### src/rtl/gpp_pkg.sv
// gpp_pkg: constants and types shared by the general purpose port block
package gpp_pkg;
  // ----------------------------------------------------------------
  // widths and reset values
  // ----------------------------------------------------------------
  localparam int unsigned GPP_WIDTH    = 8;
  localparam logic [7:0]  GPP_DATA_RST = 8'hff;
  localparam logic [7:0]  GPP_CFG_RST  = 8'h00;
  localparam logic [2:0]  GPP_CFG_BITS_RST = 3'h0;

  // ----------------------------------------------------------------
  // configuration codes {hi,mid,lo}
  // ----------------------------------------------------------------
  localparam logic [2:0] GPP_CFG_BID_WP  = 3'h0;
  localparam logic [2:0] GPP_CFG_IN_CMOS = 3'h1;
  localparam logic [2:0] GPP_CFG_OUT_PP  = 3'h2;
  localparam logic [2:0] GPP_CFG_AF_PP   = 3'h3;
  localparam logic [2:0] GPP_CFG_BID_OD  = 3'h4;
  localparam logic [2:0] GPP_CFG_IN_TTL  = 3'h5;
  localparam logic [2:0] GPP_CFG_OUT_OD  = 3'h6;
  localparam logic [2:0] GPP_CFG_AF_OD   = 3'h7;

  // pin mode, Gray-coded along bid -> out -> in -> altfn
  typedef enum logic [1:0] {
    GPP_BIDIR = 2'h0,
    GPP_OUT   = 2'h1,
    GPP_IN    = 2'h3,
    GPP_ALTFN = 2'h2
  } gpp_mode_t;

  // input threshold selection reported to the pad
  typedef enum logic [1:0] {
    GPP_THR_TTL    = 2'h0,
    GPP_THR_CMOS   = 2'h1,
    GPP_THR_SCHMIT = 2'h3,
    GPP_THR_ANALOG = 2'h2
  } gpp_thr_t;
endpackage

### src/rtl/gpp_bit_decode.sv
// gpp_bit_decode: per-bit configuration decoder of the port
`timescale 1ns/1ns
`default_nettype none
module gpp_bit_decode
  import gpp_pkg::*;
(
  // configuration
  input  wire logic [2:0] cfg,
  input  wire logic       isAnalogPin,
  input  wire logic       isSchmittPin,
  input  wire logic       hasPullup,
  // decoded attributes
  output gpp_mode_t       mode,
  output logic            pushPull,
  output logic            weakPullup,
  output logic            driverOff,
  output gpp_thr_t        threshold
);
  // mode from the low two bits, the high bit chooses drive style, or the threshold in input mode
  always_comb begin
    case (cfg[1:0])
      2'h0:    mode = GPP_BIDIR;
      2'h2:    mode = GPP_OUT;
      2'h1:    mode = GPP_IN;
      2'h3:    mode = GPP_ALTFN;
      default: mode = GPP_BIDIR;
    endcase
  end

  // drive style: only 010 and 011 push-pull; 000 adds the weak pull-up
  always_comb begin
    pushPull   = (cfg == GPP_CFG_OUT_PP) || (cfg == GPP_CFG_AF_PP);
    weakPullup = (cfg == GPP_CFG_BID_WP) && hasPullup && !isAnalogPin;
    driverOff  = (cfg[1:0] == 2'h1) || isAnalogPin;
  end

  // threshold: cmos only for 001, schmitt pads have no choice
  always_comb begin
    if (isAnalogPin) begin
      threshold = GPP_THR_ANALOG;
    end else if (isSchmittPin) begin
      threshold = GPP_THR_SCHMIT;
    end else if (cfg == GPP_CFG_IN_CMOS) begin
      threshold = GPP_THR_CMOS;
    end else begin
      threshold = GPP_THR_TTL;
    end
  end
endmodule
`default_nettype wire

### src/rtl/gpp_port.sv
// gpp_port: eight-bit general purpose port with configurable pin modes
`timescale 1ns/1ns
`default_nettype none
module gpp_port
  import gpp_pkg::*;
#(
  parameter int unsigned NALT = 2,
  parameter logic [7:0] ANALOG_PINS  = 8'h00,
  parameter logic [7:0] SCHMITT_PINS = 8'h00,
  parameter logic [7:0] PULLUP_PINS  = 8'hff,
  parameter logic [7:0] ALT_PRESENT  = 8'h00
)(
  // clock and reset
  input  wire logic                mclk,
  input  wire logic                resetn,
  // cpu register access and instruction timing
  input  wire logic                dataWrite,
  input  wire logic [2:0]          cfgWrite,
  input  wire logic [7:0]          writeData,
  input  wire logic                instrStart,
  input  wire logic                instrEnd,
  // low power modes
  input  wire logic                idleWaitMode,
  input  wire logic                haltMode,
  input  wire logic                clkOutRun,
  // peripherals
  input  wire logic [NALT*8-1:0]   altOut,
  input  wire logic [7:0]          altLoad,
  // pads
  input  wire logic [7:0]          padIn,
  // read-back
  output logic      [7:0]          portRead,
  output logic      [7:0]          cfgSelectLo,
  output logic      [7:0]          cfgSelectMid,
  output logic      [7:0]          cfgSelectHi,
  // alternate inputs and converter
  output logic      [7:0]          altIn,
  output logic      [7:0]          analogRoute,
  // pad controls
  output logic      [7:0]          padOut,
  output logic      [7:0]          padOe,
  output logic      [7:0]          padPullup,
  output logic      [15:0]         padThreshold,
  output logic                     clkOutEn
);
  // ----------------------------------------------------------------
  // state
  // ----------------------------------------------------------------
  logic [7:0] portDataReg_q;
  logic [7:0] slave_q;
  logic [7:0] inLatch_q;
  logic [7:0] cfgLo_q;
  logic [7:0] cfgMid_q;
  logic [7:0] cfgHi_q;
  logic [7:0] padOut_q;
  logic [7:0] padOe_q;
  logic [7:0] padPull_q;
  logic [15:0] thr_q;
  logic [7:0] altIn_q;
  logic [7:0] anaRoute_q;
  logic       clkOutEn_q;

  gpp_mode_t  bitMode   [8];
  logic [7:0] bitPp;
  logic [7:0] bitWp;
  logic [7:0] bitOff;
  gpp_thr_t   bitThr    [8];
  logic [7:0] altAnd;
  logic [7:0] drvVal_d;
  logic [7:0] drvOe_d;

  // and-combine all peripheral outputs of one bit
  function automatic logic [7:0] and_alts(input logic [NALT*8-1:0] v);
    logic [7:0] r;
    r = 8'hff;
    for (int k = 0; k < NALT; k++) begin
      r = r & v[k*8 +: 8];
    end
    return r;
  endfunction

  // ----------------------------------------------------------------
  // per-bit decoders
  // ----------------------------------------------------------------
  for (genvar n = 0; n < GPP_WIDTH; n++) begin : g_dec
    gpp_bit_decode u_dec (
      .cfg          ({cfgHi_q[n], cfgMid_q[n], cfgLo_q[n]}),
      .isAnalogPin  (ANALOG_PINS[n]),
      .isSchmittPin (SCHMITT_PINS[n]),
      .hasPullup    (PULLUP_PINS[n]),
      .mode         (bitMode[n]),
      .pushPull     (bitPp[n]),
      .weakPullup   (bitWp[n]),
      .driverOff    (bitOff[n]),
      .threshold    (bitThr[n])
    );
  end

  // unconnected alternate outputs read as 1 so the pin idles high
  assign altAnd = and_alts(altOut) | ~ALT_PRESENT;

  // ----------------------------------------------------------------
  // configuration and data registers
  // ----------------------------------------------------------------
  // writes land in the master latch whatever the mode
  always_ff @(posedge mclk or negedge resetn) begin
    if (!resetn) begin
      portDataReg_q <= GPP_DATA_RST;
    end else if (dataWrite) begin
      portDataReg_q <= writeData;
    end
  end

  // control registers, one write strobe each
  always_ff @(posedge mclk or negedge resetn) begin
    if (!resetn) begin
      cfgLo_q  <= GPP_CFG_RST;
      cfgMid_q <= GPP_CFG_RST;
      cfgHi_q  <= GPP_CFG_RST;
    end else begin
      if (cfgWrite[0]) begin
        cfgLo_q <= writeData;
      end
      if (cfgWrite[1]) begin
        cfgMid_q <= writeData;
      end
      if (cfgWrite[2]) begin
        cfgHi_q <= writeData;
      end
    end
  end

  // ----------------------------------------------------------------
  // slave and input latches
  // ----------------------------------------------------------------
  // slave: master at instruction end, or peripheral strobe in altfn mode
  always_ff @(posedge mclk or negedge resetn) begin
    if (!resetn) begin
      slave_q <= GPP_DATA_RST;
    end else begin
      for (int n = 0; n < GPP_WIDTH; n++) begin
        if (bitMode[n] == GPP_ALTFN) begin
          if (altLoad[n] || !ALT_PRESENT[n]) begin
            slave_q[n] <= altAnd[n] | ANALOG_PINS[n];
          end
        end else if (instrEnd) begin
          slave_q[n] <= portDataReg_q[n];
        end
      end
    end
  end

  // input latch: pin at start, master at end in output mode
  always_ff @(posedge mclk or negedge resetn) begin
    if (!resetn) begin
      inLatch_q <= GPP_DATA_RST;
    end else begin
      for (int n = 0; n < GPP_WIDTH; n++) begin
        if (bitMode[n] == GPP_OUT) begin
          if (instrEnd) begin
            inLatch_q[n] <= portDataReg_q[n];
          end
        end else if (instrStart) begin
          inLatch_q[n] <= padIn[n];
        end
      end
    end
  end

  // ----------------------------------------------------------------
  // pad drive
  // ----------------------------------------------------------------
  // open-drain enables the driver only for a zero
  always_comb begin
    for (int n = 0; n < GPP_WIDTH; n++) begin
      drvVal_d[n] = slave_q[n];
      if (bitOff[n]) begin
        drvOe_d[n] = 1'b0;
      end else if (bitPp[n]) begin
        drvOe_d[n] = 1'b1;
      end else begin
        drvOe_d[n] = !slave_q[n];
      end
    end
  end

  // pad registers; low power modes leave the pins untouched
  always_ff @(posedge mclk or negedge resetn) begin
    if (!resetn) begin
      padOut_q  <= GPP_DATA_RST;
      padOe_q   <= GPP_CFG_RST;
      padPull_q <= PULLUP_PINS & ~ANALOG_PINS;
      thr_q     <= 16'h0000;
    end else begin
      padOut_q  <= drvVal_d;
      padOe_q   <= drvOe_d;
      padPull_q <= bitWp;
      for (int n = 0; n < GPP_WIDTH; n++) begin
        thr_q[n*2 +: 2] <= bitThr[n];
      end
    end
  end

  // ----------------------------------------------------------------
  // alternate inputs, converter route and clock outputs
  // ----------------------------------------------------------------
  // driven pins echo their own value so the alt input sees the output
  always_ff @(posedge mclk or negedge resetn) begin
    if (!resetn) begin
      altIn_q    <= GPP_DATA_RST;
      anaRoute_q <= GPP_CFG_RST;
    end else begin
      for (int n = 0; n < GPP_WIDTH; n++) begin
        altIn_q[n] <= padOe_q[n] ? padOut_q[n] : padIn[n];
        anaRoute_q[n] <= ANALOG_PINS[n] && (bitMode[n] == GPP_ALTFN) &&
                         cfgHi_q[n];
      end
    end
  end

  // clock outputs run in wait mode and stop in halt mode
  always_ff @(posedge mclk or negedge resetn) begin
    if (!resetn) begin
      clkOutEn_q <= 1'b0;
    end else begin
      clkOutEn_q <= clkOutRun && !haltMode;
    end
  end

  // ----------------------------------------------------------------
  // outputs
  // ----------------------------------------------------------------
  assign portRead     = inLatch_q;
  assign cfgSelectLo  = cfgLo_q;
  assign cfgSelectMid = cfgMid_q;
  assign cfgSelectHi  = cfgHi_q;
  assign altIn        = altIn_q;
  assign analogRoute  = anaRoute_q;
  assign padOut       = padOut_q;
  assign padOe        = padOe_q;
  assign padPullup    = padPull_q;
  assign padThreshold = thr_q;
  assign clkOutEn     = clkOutEn_q;

  // ----------------------------------------------------------------
  // checks
  // ----------------------------------------------------------------
  // wait mode needs no logic of its own: pins simply keep their state
  property p_od_zero_only;
    @(posedge mclk) disable iff (!resetn)
    (padOe & padOut & ~$past(bitPp)) == 8'h00;
  endproperty
  a_od_zero_only: assert property (p_od_zero_only) else $error("open-drain drove high");

  property p_write_master;
    @(posedge mclk) disable iff (!resetn)
    dataWrite |=> portDataReg_q == $past(writeData);
  endproperty
  a_write_master: assert property (p_write_master) else $error("write lost");

  property p_read_latch;
    @(posedge mclk) disable iff (!resetn)
    instrStart && !dataWrite && cfgWrite == 3'h0 && bitMode[0] == GPP_BIDIR |=> portRead[0] == $past(padIn[0]);
  endproperty
  a_read_latch: assert property (p_read_latch) else $error("bid read not pin");

  property p_out_end;
    @(posedge mclk) disable iff (!resetn)
    instrEnd && bitMode[0] == GPP_OUT |=> slave_q[0] == $past(portDataReg_q[0]) && inLatch_q[0] == $past(portDataReg_q[0]);
  endproperty
  a_out_end: assert property (p_out_end) else $error("output copy missed");

  property p_in_tristate;
    @(posedge mclk) disable iff (!resetn)
    bitMode[1] == GPP_IN |=> !padOe[1];
  endproperty
  a_in_tristate: assert property (p_in_tristate) else $error("input drove pin");

  property p_halt_clk;
    @(posedge mclk) disable iff (!resetn)
    haltMode |=> !clkOutEn;
  endproperty
  a_halt_clk: assert property (p_halt_clk) else $error("clock out in halt");

  property p_wait_clk;
    @(posedge mclk) disable iff (!resetn)
    idleWaitMode && clkOutRun && !haltMode |=> clkOutEn;
  endproperty
  a_wait_clk: assert property (p_wait_clk) else $error("clock out stopped in wait");

  property p_echo;
    @(posedge mclk) disable iff (!resetn)
    padOe[2] |=> altIn[2] == $past(padOut[2]);
  endproperty
  a_echo: assert property (p_echo) else $error("alt input lost output");

  property p_pp_on;
    @(posedge mclk) disable iff (!resetn)
    bitPp[3] && !bitOff[3] |=> padOe[3];
  endproperty
  a_pp_on: assert property (p_pp_on) else $error("push-pull not driving");
endmodule
`default_nettype wire

### config.mk
export PLATFORM = sky130hd
export DESIGN_NAME = gpp_port
export DESIGN_NICKNAME = d
export VERILOG_FILES = /design/src/rtl/gpp_pkg.sv /design/src/rtl/gpp_bit_decode.sv /design/src/rtl/gpp_port.sv
export SDC_FILE = /design/constraint.sdc
export NUM_CORES = 1
export LEC_CHECK = 0
export ABC_AREA = 1
export BUFFER_PORTS_ARGS = -buffer_cell sky130_fd_sc_hd__buf_2
export CAP_MARGIN = 20
export CORE_MARGIN = 3
export CORE_UTILIZATION = 40
export CTS_CLUSTER_DIAMETER = 50
export DETAILED_ROUTE_END_ITERATION = 16
export PLACE_DENSITY_LB_ADDON = 0.15
export SLEW_MARGIN = 15
export SYNTH_ARGS = -nofsm -noshare
export SYNTH_HDL_FRONTEND = slang
export SYNTH_SLANG_ARGS = --single-unit
export TNS_END_PERCENT = 1
### constraint.sdc
create_clock -name mclk -period 0.8 [get_ports mclk]
set_input_delay 0.16 -clock mclk [delete_from_list [all_inputs] [get_ports mclk]]
set_output_delay 0.16 -clock mclk [all_outputs]
set_load 0.01 [all_outputs]
## Word level (Yosys, flattened, before mapping)

Cells that the tools add are included.

| word-level totals | value |
|---|---|
| bits in registers | 97 |
| latch bits | 0 |
| memory bits (writable) | 0 |
| ROM bits | 0 |
| word-level logic and storage cells | 228 |
| memories | 0 |

| cells by class | value |
|---|---|
| $add $sub $neg | 0 |
| multipliers | 0 |
| div/mod/pow operators | 0 |
| magnitude comparators | 0 |
| equal/unequal tests | 72 |
| shifts and indexed selects | 0 |
| muxes and demuxes | 72 |
| bitwise logic cells | 0 |
| reductions and logical operators | 58 |

Operator list:

| cell | count |
|---|---|
| two-way mux 1 bit | 64 |
| one-hot mux 2 bit (4 select lines) | 8 |
| == test 2 bit, second input constant | 24 |
| == test 3 x 2 -> 1 bit, second input constant | 16 |
| == test 2 x 1 -> 1 bit, second input constant | 16 |
| nonzero test 2 bit | 16 |
| == test 3 x 1 -> 1 bit, second input constant | 8 |
| logical NOT 3 bit | 8 |
| logical NOT 2 bit | 8 |
| != test 2 bit, second input constant | 8 |
| AND reduction 2 bit | 8 |
| logical NOT 1 bit | 9 |
| logical OR 1 bit | 8 |
| logical AND 1 bit | 1 |

## Depth between registers and ports, before layout

| logic depth | value |
|---|---|
| word-level depth | 5 |
| mapped depth | 7 |

## Hierarchy

From an unflattened synthesis, not the netlist that was laid out.

| second synthesis, totals | value |
|---|---|
| cell total of the unflattened synthesis | 493 |
| area, all modules | 4510.6 sq um |

By module, submodules not included:

| module | instances | cells an instance | area each (sq um) | sequential area each (sq um) |
|---|---|---|---|---|
| gpp_port | 1 | 365 | 3659.8 | 2487.4 |
| gpp_bit_decode | 8 | 16 | 106.4 | 0.0 |

## Least setup slack after synthesis

Ideal clock, no wire load.

| timing path | value |
|---|---|
| path type | register to register |
| start point | reg cfgMid_q[5], in the netlist cfgSelectMid[5] |
| end point | reg inLatch_q[5], in the netlist portRead[5] |
| library setup time | 0.072 ns |
| arrival time | 0.784 ns |
| data required time | 0.728 ns |
| setup slack | -0.057 ns |
| cell stages (with the launch flop) | 6 |
| cells stage by stage | dfrtp_1 -> inv_1 -> nor2_1 -> nand3_1 -> nand2_1 -> inv_1 |

| on the way | value |
|---|---|
| word-level cells in the longest chain between the ends | 5 |
| elaborated cells on any way between the ends | 10 |
| classes of those cells | eq/ne: 5; mux: 2; reduce/logical: 3 |

Ends and longest elaborated chain:

| element | line | RTL |
|---|---|---|
| start: declaration | gpp_port.sv:53 | `logic [7:0] cfgMid_q;` |
| start signal: assignment | gpp_port.sv:125 | `cfgMid_q <= writeData;` |
| == test 2 bit (tied with other cells) | gpp_bit_decode.sv:21 | `case (cfg[1:0])` |
| one-hot mux 2 bit (4 select lines) * | gpp_bit_decode.sv:21 |  |
| == test 2 x 1 -> 1 bit * | gpp_port.sv:159 | `if (bitMode[n] == GPP_OUT) begin` |
| != test 2 bit (no source line) or nonzero test 2 bit (tied branches) | -- |  |
| AND reduction 2 bit (no source line) | -- |  |
| end signal: indexed assignment | gpp_port.sv:161 | `inLatch_q[n] <= portDataReg_q[n];` |
| end signal: indexed assignment | gpp_port.sv:164 | `inLatch_q[n] <= padIn[n];` |
| end: declaration | gpp_port.sv:51 | `logic [7:0] inLatch_q;` |

Mark *: on every way between the ends. The rest lies on a longest branch, timed or not.
A chain may end at the register's enable or synchronous reset.

## Final worst setup path

| timing path | value |
|---|---|
| start point | reg cfgMid_q[6], in the netlist cfgSelectMid[6] |
| end point | out cfgSelectMid[6] |

RTL lines:

| element | line | RTL |
|---|---|---|
| end: declaration | gpp_port.sv:34 | `output logic [7:0] cfgSelectMid,` |

No word-level cell between the ends.

==> results by stage <==
Place:
- The wire-length estimate of the detail-placed layout is 5600 um.
- The number of port buffers is 98.
- At the end of routability-driven placement, the weighted congestion stood at 0.793.

Power:
- IR analysis of the VDD net gives a maximum drop of 912 uV.
- In this run the static leakage power is 2.52 nW.
- The power density of the placed cells is 2330 nW/um^2.

Logic synthesis:
- The number of warning messages in the yosys log is 0.
- Yosys mapped the design onto 19 distinct sky130hd cell types.
- The register bit total from synthesis is 89.
- In the synthesized netlist, the number of instances is 379.
- The fraction of the mapped netlist area in simple logic gates is 14.9%.
- Sequential elements use 63.3% of the synthesized area.
- The mean instance size in the synthesized netlist is 9.53 sq um.
- In this run the cell area of the synthesized design comes to 3610 sq um.
- After Yosys synthesis, XOR and XNOR cells account for 0% of the synthesized area.
- Measured against the total synthesized area, the mux share comes to 0%.
- Summing the areas of all compound-gate instances in the mapped netlist gives 9.80% of the synthesized area.
- By area, the combinational part of the netlist is dominated by simple AND/OR/NAND/NOR gates.
- After Yosys synthesis, full adders, half adders and majority gates account for 0% of the synthesized area.

Worst setup path:
- The data arrival time at the worst-slack endpoint is 1.01 ns.
- The category of the worst setup path capture point is an output pin.
- In this run the worst path has a maximum fanout of 4.
- Data on the critical path is required at its endpoint by 0.64 ns.
- STA classifies the critical path startpoint as a flop.
- The critical path in this run is classified as flop to output pin.

Clocking:
- CTS built an H-tree with a depth of 3.
- The number of CTS-inserted buffers is 9.
- The clock insertion delay at the later pin of the skew report is 0.35 ns.
- The clock passes through at most 2 buffers.
- The clock-pin transition on the worst setup and hold timing paths is 0.08 ns.
- The TritonCTS clock tree is done.
- The TritonCTS sink count is 89.
- The root cell of the clock tree is clkbuf_8.

STA:
- The worst-case clock skew is 0.00856 ns.
- Across all hold checks on the routed design, the worst slack comes to 0.0294 ns.
- Of the available clock period, the critical path in the final layout requires 146%.
- Setup repair after global routing could not meet its margin everywhere.
- The final-report setup violation count is 90.
- The number of max-slew violations in the final report is 0.
- The time the worst path needs with I/O delays and setup is 1.17 ns.
- The maximum operating frequency is 855 MHz.
- The number of hold violations in the final report came to 0.
- In the post-route analysis, the smallest setup slack over all paths is -0.370 ns.

Route:
- In this run, the number of DRC markers left after iteration 0 of detailed routing was 61.
- Using the TritonRoute via totals, the vias-per-cell ratio works out to 4.54.
- The first detailed-routing pass took 4 iterations.
- The overall via count from detail_route is 2817.
- The routed design has 8180 um of wire.
- The count of nets left with antenna violations once routing finished came out at 0.
- After detailed routing, the average wire length per cell comes to 13.2 um.
- After detailed routing, the number of remaining DRC violations is 0.

Final layout:
- Counting the fill cells in the layout gives 798.
- The area taken by multi-input logic gates is 996 sq um.
- The layout-stage area growth over the synthesis result is 35.9%.
- The count of nets after finishing is 558.
- Cells fill 56.0% of the core in the end.
- The share of final-layout standard cells stronger than drive strength 1 is 43.9%.
- The number of antenna diodes is 0.
- The total area of sequential cells is 2300 sq um.

Global route:
- The first global-routing pass estimated 13300 um of wire.
- The global routing usage summed across all routing layers is 16.9%.
- The remaining global-route overflow is 0.
- The number of global-route vias before repair was 2678.
- The maximum number of pins on one net before global-route repair is 38.
- The initial antenna violation count is 0.

Run status:
- The final reports fail on setup timing.
- The run finished, with violations left.

Floorplan:
- The die boundary width is 101 um.
- The area of the die is 10200 sq um.
- The cell row count is 34.
- The number of top-level pins is 140.
- The floorplan step defined a core boundary enclosing 8760 sq um.
- The starting utilization of the core area is 41.2%.
- The overall die height is 101 um.

Job:
- Across the run, the number of max-cap violations was 0.

Hold path:
- The classification of the worst-slack hold path is primary input to flop.
## cell usage in the layout (no fill, tap or decap), drive strengths merged
cell	n
nor3	16
clkinv	3
dfstp	48
nand2	101
dlygate4sd3	3
nor2	9
inv	68
clkbuf	11
o22ai	4
dfrtp	41
o211ai	7
nand3	8
bufinv	2
buf	122
o21ai	53
conb	16
## critical path: stages, from the launching register on
cell,delay (ns)
dfrtp_1,0.42
buf_6,0.13
buf_6,0.11
## metrics by stage
stage / setup slack (ns) / area, sq um / setup TNS [ns] / std cells / power [mW]
floorplan: -0.0502 / 3670 / -0.418 / 394 / 6.70
global placement: -0.0496 / 4300 / -0.579 / 596 / 7.56
detailed placement: -0.0702 / 4300 / -0.820 / 596 / 7.61
CTS: -0.391 / 4830 / -25.11 / 620 / 11.5
global route: -0.424 / 4910 / -27.77 / 620 / 12.1
finish: -0.370 / 4910 / -23.26 / 620 / 11.5
## Yosys cell counts, drive strengths merged
cell	number	area, sq um
o21ai	53	277
o211ai	7	52.6
nor2	9	33.8
o22ai	4	25.0
nand3	8	40.0
nand2	101	384
nor3	16	80.1
dfstp	48	1260
buf	23	174
conb	1	3.75
dfrtp	41	1030
inv	68	255
## path summary, 6_finish.rpt
kind | from | slack (ns) | cells past startpoint | to
worst max-delay path | cfgSelectMid[6]$_DFFE_PN0P_ | -0.37 | 2 | cfgSelectMid[6]
worst min-delay path | padIn[7] | 0.03 | 3 | altIn[7]$_DFF_PN1_
worst max register to register | portRead[0]$_DFFE_PN1P_ | -0.17 | 7 | portRead[0]$_DFFE_PN1P_
worst min register to register | drvVal_d[6]$_DFFE_PN1P_ | 0.37 | 0 | padOut[6]$_DFF_PN1_
max in group asynchronous | resetn | 0.13 | 3 | portRead[3]$_DFFE_PN1P_
min in group asynchronous | resetn | 0.17 | 2 | padThreshold[14]$_DFF_PN0_
## final cells by class
type / count / area share, %
Timing Repair Buffer: 125 / 20.5
Multi-Input combinational cell: 214 / 20.3
Sequential cell: 89 / 46.8
Clock buffer: 11 / 2.88
Tap cell: 108 / 2.75
Clock inverter: 5 / 1.61
Inverter: 68 / 5.20
## power by group
group / leakage, nW / internal, mW / total (mW) / switching, mW
Clock: 0.113 / 1.84 / 3.40 / 1.55
Sequential: 0.999 / 5.32 / 5.73 / 0.414
Combinational: 1.40 / 1.17 / 2.32 / 1.16
## metal layers
layer,wire [um],track usage (%)
met5,0,0
met4,111,6.44
met3,502,3.67
met2,3900,27.1
met1,3670,22.5
## state kept, by name, summed over array words and instances, names as in the netlist
signal	count
padOe	8
cfgSelectHi	8
padPullup	8
portRead	8
cfgSelectMid	8
altIn	8
padThreshold	8
drvVal_d	8
padOut	8
clkOutEn	1
cfgSelectLo	8
portDataReg_q	8
## cell families after synthesis
logic type	Yosys count
AO/OA/AOI/OAI	64
other	1
buffers and inverters	91
AND/OR/NAND/NOR	134
flip-flops	89
## what timing repair did
item                                   CTS  global route
endpoints found under the hold margin   45             0
gates resized for setup                 61            39
pin swaps                                0             3
setup buffers                            5             0
hold buffers                             3             0
setup endpoints to repair              103           128
(Power assumes the default switching activity.)
